[src/pkg/cpu_exec_consts.svh]
`ifndef CPU_EXEC_CONSTS_SVH
`define CPU_EXEC_CONSTS_SVH

// Register byte addresses
`define OFS_INSTR     12'h000
`define OFS_STATUS    12'h004
`define OFS_FLAGS     12'h008
`define OFS_MEM_ADDR  12'h00C
`define OFS_MEM_DATA  12'h010
// Pointer registers by index, byte address is four times the index
`define IDX_WWB_ZERO  12'h0D6
`define IDX_WWB_ONE   12'h0D7
`define OFS_WWB_ZERO  (`IDX_WWB_ZERO << 2)
`define OFS_WWB_ONE   (`IDX_WWB_ONE << 2)

// Flag register bit positions
`define FLAG_C  7
`define FLAG_Z  6
`define FLAG_S  5
`define FLAG_V  4
`define FLAG_D  3
`define FLAG_H  2
`define FLAG_B  0

// Reset values
`define RST_FLAGS  8'h00
`define RST_WWB    8'h00

// Opcodes
`define OPC_RRC_R   8'hC0
`define OPC_RRC_IR  8'hC1
`define OPC_SB0     8'h4F
`define OPC_SB1     8'h5F
`define OPC_SCF     8'hDF
`define OPC_SRA_R   8'hD0
`define OPC_SRA_IR  8'hD1
`define OPC_PTR     8'h31
`define OPC_STOP    8'h7F
`define OPC_SWAP_R  8'hF0
`define OPC_SUB_HI  4'h2
`define OPC_SBC_HI  4'h3

// Execution times in CPU cycles
`define CYC_SHORT  3'h4
`define CYC_LONG   3'h6

// AXI answers
`define RESP_OKAY    2'h0
`define RESP_SLVERR  2'h2

`endif

[src/pkg/cpu_exec_pkg.sv]
package cpu_exec_pkg;

	typedef logic [1:0] resp_type;

	typedef enum logic [3:0] {
		OP_SUB,
		OP_SBC,
		OP_SRA,
		OP_RRC,
		OP_SWAP,
		OP_PTR,
		OP_SB0,
		OP_SB1,
		OP_SCF,
		OP_STOP,
		OP_BAD
	} op_class_type;

	typedef enum logic [1:0] {
		ST_IDLE,
		ST_LOAD,
		ST_OPER,
		ST_WAIT
	} state_type;

endpackage

[src/rtl/exec_byte_mem.sv]
`timescale 1ns/100ps
// Register file bytes, two registered read ports, one write port
module exec_byte_mem (
	input  wire logic       clk_sys_in,
	input  wire logic       nrst_in,
	input  wire logic [7:0] ra_in,
	input  wire logic [7:0] rb_in,
	input  wire logic       we_in,
	input  wire logic [7:0] wa_in,
	input  wire logic [7:0] wd_in,
	output logic      [7:0] rda_out,
	output logic      [7:0] rdb_out
);
	logic [7:0] mem_q [0:255];

	always_ff @(posedge clk_sys_in) begin
		if (we_in) begin
			mem_q[wa_in] <= wd_in;
		end
	end

	always_ff @(posedge clk_sys_in) begin
		if (!nrst_in) begin
			rda_out <= 8'h00;
			rdb_out <= 8'h00;
		end else begin
			rda_out <= mem_q[ra_in];
			rdb_out <= mem_q[rb_in];
		end
	end
endmodule

[src/rtl/cpu_exec_subtract_shift_bank_ops.sv]
`timescale 1ns/100ps
`include "cpu_exec_consts.svh"
// Operation
// - Rotate right through carry, opcodes C0, C1
// - Opcode 4F clears bank flag only
// - Opcode 5F sets bank flag only
// - Subtract with borrow, opcodes 32 to 36
// - Borrow-subtract flags: C,Z,S,V,D=1,H
// - Opcodes 22, 32 take 4 cycles, other subtract forms 6
// - Plain subtract, opcodes 22 to 26
// - Plain subtract flags: C,Z,S,V,D=1,H
// - Opcode DF forces carry only
// - Arithmetic shift right, opcodes D0, D1
// - Shift flags: C=bit0, V=0, D,H kept
// - Pointer load decodes source bits 1:0
// - Pointers at D6/D7, flags unchanged
// - Opcode 7F enters stop state
// - Stop keeps state; interrupt or reset releases
// - Opcode F0 swaps nibbles
// - Swap flags: Z,S from result, D,H kept
module cpu_exec_subtract_shift_bank_ops (
	input  wire logic                     clk_sys_in,
	input  wire logic                     nrst_in,
	input  wire logic                     ext_int_in,
	input  wire logic [11:0]              awaddr_in,
	input  wire logic                     awvalid_in,
	output logic                          awready_out,
	input  wire logic [31:0]              wdata_in,
	input  wire logic [3:0]               wstrb_in,
	input  wire logic                     wvalid_in,
	output logic                          wready_out,
	output cpu_exec_pkg::resp_type        bresp_out,
	output logic                          bvalid_out,
	input  wire logic                     bready_in,
	input  wire logic [11:0]              araddr_in,
	input  wire logic                     arvalid_in,
	output logic                          arready_out,
	output logic [31:0]                   rdata_out,
	output cpu_exec_pkg::resp_type        rresp_out,
	output logic                          rvalid_out,
	input  wire logic                     rready_in,
	output logic                          stop_mode_out
);
	import cpu_exec_pkg::*;

	state_type    state_q;
	op_class_type cls;
	logic [7:0]   op_q, dst_q, src_q, ra_q, rb_q, mem_addr_q, result_q;
	logic [7:0]   flags_q, wwb_zero_q, wwb_one_q, rda, rdb;
	logic [2:0]   cnt_q;
	logic         ind_done_q, stopped_q, bad_op_q, int_meta_q, int_sync_q;
	logic         aw_held_q, w_held_q;
	logic [11:0]  aw_addr_q;
	logic [31:0]  wdata_q;
	logic [3:0]   wstrb_q;
	logic         wr_fire, wr_ok, wr_instr, wr_flags, wr_ptr0, wr_ptr1, wr_maddr, wr_mdata;
	logic         need_ind, dst_ind, src_imm, exec_fire, mem_we;
	logic [7:0]   d, s, res_d, flags_d, wwb_zero_d, wwb_one_d, mem_wa, mem_wd;
	logic [8:0]   dif9;
	logic [4:0]   lo5;
	logic         cin, res_wr_d;
	logic [31:0]  rd_val;
	resp_type     rd_resp;

	function automatic op_class_type op_class(input logic [7:0] op);
		if (op[7:4] == `OPC_SUB_HI && op[3:0] >= 4'h2 && op[3:0] <= 4'h6) begin
			return OP_SUB;
		end
		if (op[7:4] == `OPC_SBC_HI && op[3:0] >= 4'h2 && op[3:0] <= 4'h6) begin
			return OP_SBC;
		end
		case (op)
			`OPC_SRA_R, `OPC_SRA_IR: return OP_SRA;
			`OPC_RRC_R, `OPC_RRC_IR: return OP_RRC;
			`OPC_SWAP_R:             return OP_SWAP;
			`OPC_PTR:                return OP_PTR;
			`OPC_SB0:                return OP_SB0;
			`OPC_SB1:                return OP_SB1;
			`OPC_SCF:                return OP_SCF;
			`OPC_STOP:               return OP_STOP;
			default:                 return OP_BAD;
		endcase
	endfunction

	function automatic logic [2:0] op_cycles(input logic [7:0] op);
		op_class_type c;
		c = op_class(op);
		if ((c == OP_SUB || c == OP_SBC) && op[3:0] != 4'h2) begin
			return `CYC_LONG;
		end
		return `CYC_SHORT;
	endfunction

	// Byte registers live in lane 0 only
	function automatic logic [7:0] merge(input logic [7:0] old, input logic [31:0] nw, input logic [3:0] st);
		return st[0] ? nw[7:0] : old;
	endfunction

	// Working register: upper five bits from the selected pointer
	function automatic logic [7:0] wr_addr(input logic [7:0] r, input logic [7:0] p0, input logic [7:0] p1);
		return {(r[3] ? p1[7:3] : p0[7:3]), r[2:0]};
	endfunction

	assign cls       = op_class(op_q);
	assign src_imm   = (cls == OP_PTR) || ((cls == OP_SUB || cls == OP_SBC) && op_q[3:0] == 4'h6);
	assign dst_ind   = (op_q == `OPC_SRA_IR) || (op_q == `OPC_RRC_IR);
	assign need_ind  = dst_ind || ((cls == OP_SUB || cls == OP_SBC) && (op_q[3:0] == 4'h3 || op_q[3:0] == 4'h5));
	assign exec_fire = (state_q == ST_OPER) && (!need_ind || ind_done_q);

	exec_byte_mem u_mem (
		.clk_sys_in (clk_sys_in),
		.nrst_in    (nrst_in),
		.ra_in      (ra_q),
		.rb_in      (rb_q),
		.we_in      (mem_we),
		.wa_in      (mem_wa),
		.wd_in      (mem_wd),
		.rda_out    (rda),
		.rdb_out    (rdb)
	);

	// Execution
	always_comb begin
		d          = rda;
		s          = src_imm ? src_q : rdb;
		cin        = (cls == OP_SBC) ? flags_q[`FLAG_C] : 1'b0;
		dif9       = {1'b0, d} - {1'b0, s} - {8'h00, cin};
		lo5        = {1'b0, d[3:0]} - {1'b0, s[3:0]} - {4'h0, cin};
		res_d      = d;
		res_wr_d   = 1'b0;
		flags_d    = flags_q;
		wwb_zero_d = wwb_zero_q;
		wwb_one_d  = wwb_one_q;
		case (cls)
			OP_SUB, OP_SBC: begin
				res_d            = dif9[7:0];
				res_wr_d         = 1'b1;
				flags_d[`FLAG_C] = dif9[8];
				flags_d[`FLAG_V] = (d[7] ^ s[7]) & ~(dif9[7] ^ s[7]);
				flags_d[`FLAG_D] = 1'b1;
				flags_d[`FLAG_H] = lo5[4];
			end
			OP_SRA: begin
				res_d            = {d[7], d[7:1]};
				res_wr_d         = 1'b1;
				flags_d[`FLAG_C] = d[0];
				flags_d[`FLAG_V] = 1'b0;
			end
			OP_RRC: begin
				res_d            = {flags_q[`FLAG_C], d[7:1]};
				res_wr_d         = 1'b1;
				flags_d[`FLAG_C] = d[0];
				flags_d[`FLAG_V] = d[7] ^ flags_q[`FLAG_C];
			end
			OP_SWAP: begin
				res_d    = {d[3:0], d[7:4]};
				res_wr_d = 1'b1;
			end
			OP_PTR: begin
				case (src_q[1:0])
					2'b10: wwb_zero_d[7:3] = src_q[7:3];
					2'b01: wwb_one_d[7:3]  = src_q[7:3];
					2'b00: begin
						wwb_zero_d = {src_q[7:4], 4'h0};
						wwb_one_d  = {src_q[7:4], 4'h8};
					end
					default: ;
				endcase
			end
			OP_SB0:  flags_d[`FLAG_B] = 1'b0;
			OP_SB1:  flags_d[`FLAG_B] = 1'b1;
			OP_SCF:  flags_d[`FLAG_C] = 1'b1;
			default: ;
		endcase
		if (res_wr_d) begin
			flags_d[`FLAG_Z] = (res_d == 8'h00);
			flags_d[`FLAG_S] = res_d[7];
		end
	end

	assign mem_we = (exec_fire && res_wr_d) || wr_mdata;
	assign mem_wa = exec_fire ? ra_q : mem_addr_q;
	assign mem_wd = exec_fire ? res_d : wdata_q[7:0];

	always_ff @(posedge clk_sys_in) begin
		if (!nrst_in) begin
			state_q    <= ST_IDLE;
			op_q       <= 8'h00;
			dst_q      <= 8'h00;
			src_q      <= 8'h00;
			ra_q       <= 8'h00;
			rb_q       <= 8'h00;
			cnt_q      <= 3'h0;
			ind_done_q <= 1'b0;
		end else begin
			if (state_q != ST_IDLE) begin
				cnt_q <= cnt_q - 3'h1;
			end
			case (state_q)
				ST_IDLE: begin
					ra_q <= mem_addr_q;
					if (wr_instr) begin
						op_q       <= wdata_q[7:0];
						dst_q      <= wdata_q[15:8];
						src_q      <= wdata_q[23:16];
						cnt_q      <= op_cycles(wdata_q[7:0]);
						ind_done_q <= 1'b0;
						state_q    <= ST_LOAD;
						if (wdata_q[7:4] == `OPC_SUB_HI || wdata_q[7:4] == `OPC_SBC_HI) begin
							if (wdata_q[3:0] <= 4'h3) begin
								ra_q <= wr_addr(wdata_q[15:8], wwb_zero_q, wwb_one_q);
								rb_q <= wr_addr(wdata_q[23:16], wwb_zero_q, wwb_one_q);
							end else begin
								ra_q <= wdata_q[15:8];
								rb_q <= wdata_q[23:16];
							end
						end else begin
							ra_q <= wdata_q[15:8];
							rb_q <= wdata_q[23:16];
						end
					end
				end
				ST_LOAD: state_q <= ST_OPER;
				ST_OPER: begin
					if (!exec_fire) begin
						ind_done_q <= 1'b1;
						state_q    <= ST_LOAD;
						if (dst_ind) begin
							ra_q <= rda;
						end else begin
							rb_q <= rdb;
						end
					end else begin
						state_q <= (cnt_q <= 3'h1) ? ST_IDLE : ST_WAIT;
					end
				end
				ST_WAIT: state_q <= (cnt_q <= 3'h1) ? ST_IDLE : ST_WAIT;
				default: state_q <= ST_IDLE;
			endcase
		end
	end

	always_ff @(posedge clk_sys_in) begin
		if (!nrst_in) begin
			flags_q    <= `RST_FLAGS;
			wwb_zero_q <= `RST_WWB;
			wwb_one_q  <= `RST_WWB;
			result_q   <= 8'h00;
			bad_op_q   <= 1'b0;
		end else if (exec_fire) begin
			flags_q    <= flags_d;
			wwb_zero_q <= wwb_zero_d;
			wwb_one_q  <= wwb_one_d;
			result_q   <= res_d;
			bad_op_q   <= (cls == OP_BAD);
		end else begin
			if (wr_flags) begin
				flags_q <= merge(flags_q, wdata_q, wstrb_q);
			end
			if (wr_ptr0) begin
				wwb_zero_q <= merge(wwb_zero_q, wdata_q, wstrb_q);
			end
			if (wr_ptr1) begin
				wwb_one_q <= merge(wwb_one_q, wdata_q, wstrb_q);
			end
		end
	end

	// Stop state and its release by the external interrupt pin
	always_ff @(posedge clk_sys_in) begin
		if (!nrst_in) begin
			int_meta_q    <= 1'b0;
			int_sync_q    <= 1'b0;
			stopped_q     <= 1'b0;
			stop_mode_out <= 1'b0;
		end else begin
			int_meta_q <= ext_int_in;
			int_sync_q <= int_meta_q;
			if (exec_fire && cls == OP_STOP) begin
				stopped_q     <= 1'b1;
				stop_mode_out <= 1'b1;
			end else if (int_sync_q) begin
				stopped_q     <= 1'b0;
				stop_mode_out <= 1'b0;
			end
		end
	end

	// Register bus
	assign wr_fire  = aw_held_q && w_held_q && !bvalid_out;
	assign wr_ok    = wr_fire && state_q == ST_IDLE && !stopped_q;
	assign wr_instr = wr_ok && aw_addr_q == `OFS_INSTR;
	assign wr_flags = wr_ok && aw_addr_q == `OFS_FLAGS;
	assign wr_maddr = wr_ok && aw_addr_q == `OFS_MEM_ADDR;
	assign wr_mdata = wr_ok && aw_addr_q == `OFS_MEM_DATA && wstrb_q[0];
	assign wr_ptr0  = wr_ok && aw_addr_q == `OFS_WWB_ZERO;
	assign wr_ptr1  = wr_ok && aw_addr_q == `OFS_WWB_ONE;

	always_ff @(posedge clk_sys_in) begin
		if (!nrst_in) begin
			aw_held_q   <= 1'b0;
			w_held_q    <= 1'b0;
			awready_out <= 1'b1;
			wready_out  <= 1'b1;
			bvalid_out  <= 1'b0;
			bresp_out   <= `RESP_OKAY;
			aw_addr_q   <= 12'h000;
			wdata_q     <= 32'h0000_0000;
			wstrb_q     <= 4'h0;
			mem_addr_q  <= 8'h00;
		end else begin
			if (awvalid_in && awready_out) begin
				aw_held_q   <= 1'b1;
				awready_out <= 1'b0;
				aw_addr_q   <= {awaddr_in[11:2], 2'b00};
			end
			if (wvalid_in && wready_out) begin
				w_held_q   <= 1'b1;
				wready_out <= 1'b0;
				wdata_q    <= wdata_in;
				wstrb_q    <= wstrb_in;
			end
			if (wr_fire) begin
				aw_held_q  <= 1'b0;
				w_held_q   <= 1'b0;
				bvalid_out <= 1'b1;
				bresp_out  <= (wr_instr || wr_flags || wr_maddr || wr_ptr0 || wr_ptr1
					|| (wr_ok && aw_addr_q == `OFS_MEM_DATA)) ? `RESP_OKAY : `RESP_SLVERR;
			end
			if (wr_maddr && wstrb_q[0]) begin
				mem_addr_q <= wdata_q[7:0];
			end
			if (bvalid_out && bready_in) begin
				bvalid_out  <= 1'b0;
				awready_out <= 1'b1;
				wready_out  <= 1'b1;
			end
		end
	end

	always_comb begin
		rd_val  = 32'h0000_0000;
		rd_resp = `RESP_OKAY;
		case ({araddr_in[11:2], 2'b00})
			`OFS_INSTR:                    rd_val = {8'h00, src_q, dst_q, op_q};
			`OFS_STATUS:                   rd_val = {8'h00, result_q, flags_q, 5'h00, bad_op_q, stopped_q,
				state_q != ST_IDLE};
			`OFS_FLAGS:                    rd_val = {24'h0, flags_q};
			`OFS_MEM_ADDR:                 rd_val = {24'h0, mem_addr_q};
			`OFS_MEM_DATA:                 rd_val = {24'h0, rda};
			`OFS_WWB_ZERO:                 rd_val = {24'h0, wwb_zero_q};
			`OFS_WWB_ONE:                  rd_val = {24'h0, wwb_one_q};
			default:                       rd_resp = `RESP_SLVERR;
		endcase
	end

	always_ff @(posedge clk_sys_in) begin
		if (!nrst_in) begin
			arready_out <= 1'b1;
			rvalid_out  <= 1'b0;
			rdata_out   <= 32'h0000_0000;
			rresp_out   <= `RESP_OKAY;
		end else if (arvalid_in && arready_out) begin
			arready_out <= 1'b0;
			rvalid_out  <= 1'b1;
			rdata_out   <= rd_val;
			rresp_out   <= rd_resp;
		end else if (rvalid_out && rready_in) begin
			rvalid_out  <= 1'b0;
			arready_out <= 1'b1;
		end
	end
endmodule

[config.mk]
export PLATFORM = sky130hd
export DESIGN_NAME = cpu_exec_subtract_shift_bank_ops
export DESIGN_NICKNAME = d
export VERILOG_FILES = /design/src/pkg/cpu_exec_pkg.sv /design/src/rtl/exec_byte_mem.sv /design/src/rtl/cpu_exec_subtract_shift_bank_ops.sv
export VERILOG_INCLUDE_DIRS = /design/src /design/src/pkg
export SDC_FILE = /design/constraint.sdc
export NUM_CORES = 2
export LEC_CHECK = 0
export BUFFER_PORTS_ARGS = -buffer_cell sky130_fd_sc_hd__buf_2
export CAP_MARGIN = 20
export CORE_AREA = 2 2 548 550
export DETAILED_ROUTE_END_ITERATION = 12
export DIE_AREA = 0 0 550 552
export SYNTH_ARGS = -nofsm -noshare
export SYNTH_HDL_FRONTEND = slang
export SYNTH_SLANG_ARGS = --single-unit
[constraint.sdc]
create_clock -name clk_sys_in -period 31.3 [get_ports clk_sys_in]
set_clock_uncertainty 0.15 [all_clocks]
set_input_delay 6.26 -clock clk_sys_in [delete_from_list [all_inputs] [get_ports clk_sys_in]]
set_output_delay 6.26 -clock clk_sys_in [all_outputs]
set_load 0.005 [all_outputs]
==> flow_metrics.env <==
export IMPL_holdPathStages=2
export IMPL_use_met2_pct=32.2
export IMPL_worst_pin_slew_ns=1.23
export IMPL_worst_slack_ns=22.98
export IMPL_grt_first_pass_wirelength_um=453000
export IMPL_clockRootBuffer="clkbuf_16"
export IMPL_status="completed"
export IMPL_finalSetupViolCount=0
export IMPL_drt_iter0_markers=7995
export IMPL_cts_resized_gates=0
export IMPL_numPortBuffers=84
export IMPL_crit_path_end_kind="register"
export IMPL_die_w_um=550
export IMPL_path_class="in -> reg"
export IMPL_gp_congestion=0.913
export IMPL_ys_types=88
export IMPL_wl_um=320000
export IMPL_antenna_found_initial=4
export IMPL_cap_violations=0
export IMPL_wl_per_cell_um=32.1
export IMPL_fin_crit_sh_pct=26.6
export IMPL_hold_path_class="reg -> reg"
export IMPL_place_ws_ns=22.05
export IMPL_drv_slew=0
export IMPL_cp_start_kind="input pin"
export IMPL_max_slew_margin_pct=18.1
export IMPL_core_area_um2=298000
export IMPL_power_total_mw=6.19
export IMPL_first_global_vias=61300
export IMPL_htree_levels=4
export IMPL_layout_drive_gt1_share_pct=33.0
export IMPL_vias=61600
export IMPL_ios=110
export IMPL_dp_cells=9565
export IMPL_r2r_worst_path_cells=14
export IMPL_areaGrowthSynthToFinish_pct=12.9
export IMPL_worstReg2RegEnd="u_mem.mem_q[91][2]"
export IMPL_final_cells=9980
export IMPL_clk_pin_slew_ns=0.06
export IMPL_fp_dieH_um=552
export IMPL_cts_buffers_inserted=227
export IMPL_final_nets=5930
export IMPL_p_leak_nw=34.6
export IMPL_final_min_clock_period_ns=8.32
export IMPL_synthesis_area_um2=104000
export IMPL_met3_usage_pct=3.98
export IMPL_finalInstanceArea_um2=117000
export IMPL_start_util_pct=34.8
export IMPL_reg2reg_from="op_q[4]"
export IMPL_drt_pass1_iter_count=6
export IMPL_vdd_drop_max_uv=43.8
export IMPL_yosysWarnings=0
export IMPL_crit_start="araddr_in[7]"
export IMPL_grt_max_degree=201
export IMPL_cts_buffer_depth=4
export IMPL_vias_per_cell=6.17
export IMPL_grt_ovfl_total=0
export IMPL_max_freq_ghz=0.120
export IMPL_power_density_nw_per_um2=52.8
export IMPL_crit_arrival_ns=8.99
export IMPL_min_from="dst_q[4]"
export IMPL_synth_ff_type="edfxtp_1"
export IMPL_dp_hpwl_um=201000
export IMPL_cts_sinks=2222
export IMPL_whs_endpoint="dst_q[4]"
export IMPL_drc=0
export IMPL_met1_usage_pct=28.3
export IMPL_whs_ns=0.315
export IMPL_fp_row_count=201
export IMPL_synthCells=5713
export IMPL_rrSetupSlack_ns=25.06
export IMPL_setup_tns_ns=0
export IMPL_cts_tree="yes"
export IMPL_fin_util_pct=39.4
export IMPL_grt_total_usage_pct=20.6
export IMPL_ant_nets=0
export IMPL_ys_ff_latch=2222
export IMPL_clk_latency_ns=0.91
export IMPL_rsz0062_at_grt="no"
export IMPL_yosysSeqAreaShare_pct=62.5
export IMPL_cp_data_required_time_ns=31.97
export IMPL_synth_edf_count=2048
export IMPL_crit_fanout=8
export IMPL_syn_area_per_cell_um2=18.2
export IMPL_dieArea_um2=304000
export IMPL_hold_viol_final=0
export IMPL_placed_area_um2=110000
export IMPL_ctsHoldBuffers=0
export IMPL_async_reset_ff_share_pct=0
export IMPL_cts_setup_buffers=0
export IMPL_grt_busiest_layer="met2"
## worst max-delay path: stages
cell and delay (ns):
buf_2 0.09, or3_1 0.45, or4_1 0.64, nor3_1 0.83, a222oi_1 0.30, nand2_1 0.18, a22oi_1 0.08, nor2b_1 0.15
## area by class of cell
class	count	area (µm²)
Antenna cell	2	5.00
Clock buffer	280	6010
Clock inverter	125	1290
Fill cell	26700	181000
Inverter	69	259
Multi-Input combinational cell	2931	36900
Sequential cell	2222	65000
Tap cell	3958	4950
Timing Repair Buffer	393	2930
## state kept, by name, summed over array words and instances, names as in the netlist, 2 cells and up
signal and flops:
u_mem.mem_q 2048, state_q 2, rdata_out 24, aw_addr_q 10
wwb_one_q 8, rb_q 8, mem_addr_q 8, ra_q 8
wwb_zero_q 8, dst_q 8, wdata_q 24, u_mem.rdb_out 8
op_q 8, cnt_q 3, result_q 8, src_q 8
flags_q 8, u_mem.rda_out 8
## placed cells by master (no fill, tap or decap), drive strengths merged, types with 16 or more instances in the layout
| cell | netlist | routed |
|---|---|---|
| edfxtp | 2048 | 2048 |
| mux4 | 1096 | 1096 |
| buf | 235 | 392 |
| nand2 | 287 | 287 |
| clkbuf | 265 | 281 |
| nor3 | 277 | 277 |
| dfxtp | 174 | 174 |
| o22ai | 170 | 170 |
| nor2 | 164 | 164 |
| mux2i | 140 | 140 |
| a22oi | 98 | 98 |
| clkinv | 0 | 82 |
| inv | 69 | 76 |
| a21boi | 68 | 68 |
| a22o | 60 | 60 |
| nor2b | 60 | 60 |
| a21oi | 54 | 54 |
| nand3 | 48 | 48 |
| a221oi | 46 | 46 |
| nor4 | 38 | 38 |
| a2111oi | 30 | 30 |
| o21ai | 30 | 30 |
| bufinv | 0 | 23 |
| nand2b | 16 | 16 |
| ha | 16 | 16 |
## logic make-up after synthesis
kind of cell | Yosys count | synth area share, %
other cells | 1 | 0.00361
fa+ha+maj | 19 | 0.241
simple gates | 980 | 4.73
xor+xnor | 11 | 0.0927
buf+inv | 569 | 2.42
flops | 2222 | 62.5
mux | 1250 | 25.2
compound gates | 661 | 4.74
## cell usage after synthesis, drive strengths merged, types with 10 or more instances
master / number / area, µm²
a2111oi: 30 / 263
a211oi: 14 / 105
a21boi: 68 / 510
a21oi: 54 / 270
a221oi: 46 / 403
a222oi: 13 / 130
a22o: 60 / 526
a22oi: 98 / 736
a31oi: 12 / 130
and2: 13 / 81.3
buf: 235 / 1260
clkbuf: 265 / 996
dfxtp: 174 / 3480
edfxtp: 2048 / 61500
ha: 16 / 200
inv: 69 / 259
mux2: 14 / 158
mux2i: 140 / 1400
mux4: 1096 / 24700
nand2: 287 / 1110
nand2b: 16 / 100
nand3: 48 / 240
nand3b: 10 / 75.1
nor2: 164 / 618
nor2b: 60 / 375
nor3: 277 / 1520
nor4: 38 / 238
o21ai: 30 / 173
o22ai: 170 / 1060
o31ai: 15 / 126
## worst max path at each step
stage / endpoint / slack (ns) / cells after the start
6_report: rdata_out[3] / 22.98 / 8
5_1_grt: rdata_out[3] / 22.85 / 8
4_1_cts: rdata_out[0] / 22.97 / 7
3_5_place_dp: rdata_out[0] / 22.05 / 7
3_3_place_gp: rdata_out[1] / 22.09 / 7
2_1_floorplan: u_mem.mem_q[0][4] / 15.70 / 14
## per-layer routing
layer / vias up / part of all wire, %
met2: 3442 / 46
li1: 24500 / -
met4: 2 / 4.4
met5: - / 0.0062
met3: 601 / 10
met1: 33000 / 39
## where the power goes
group	switching [mW]	leakage, nW	total, mW	internal, mW
registers	0.0124	20.0	3.26	3.25
clock network	1.18	3.56	2.73	1.55
logic	0.141	11.0	0.207	0.0667
No activity file was read; power rests on OpenSTA's default activity.
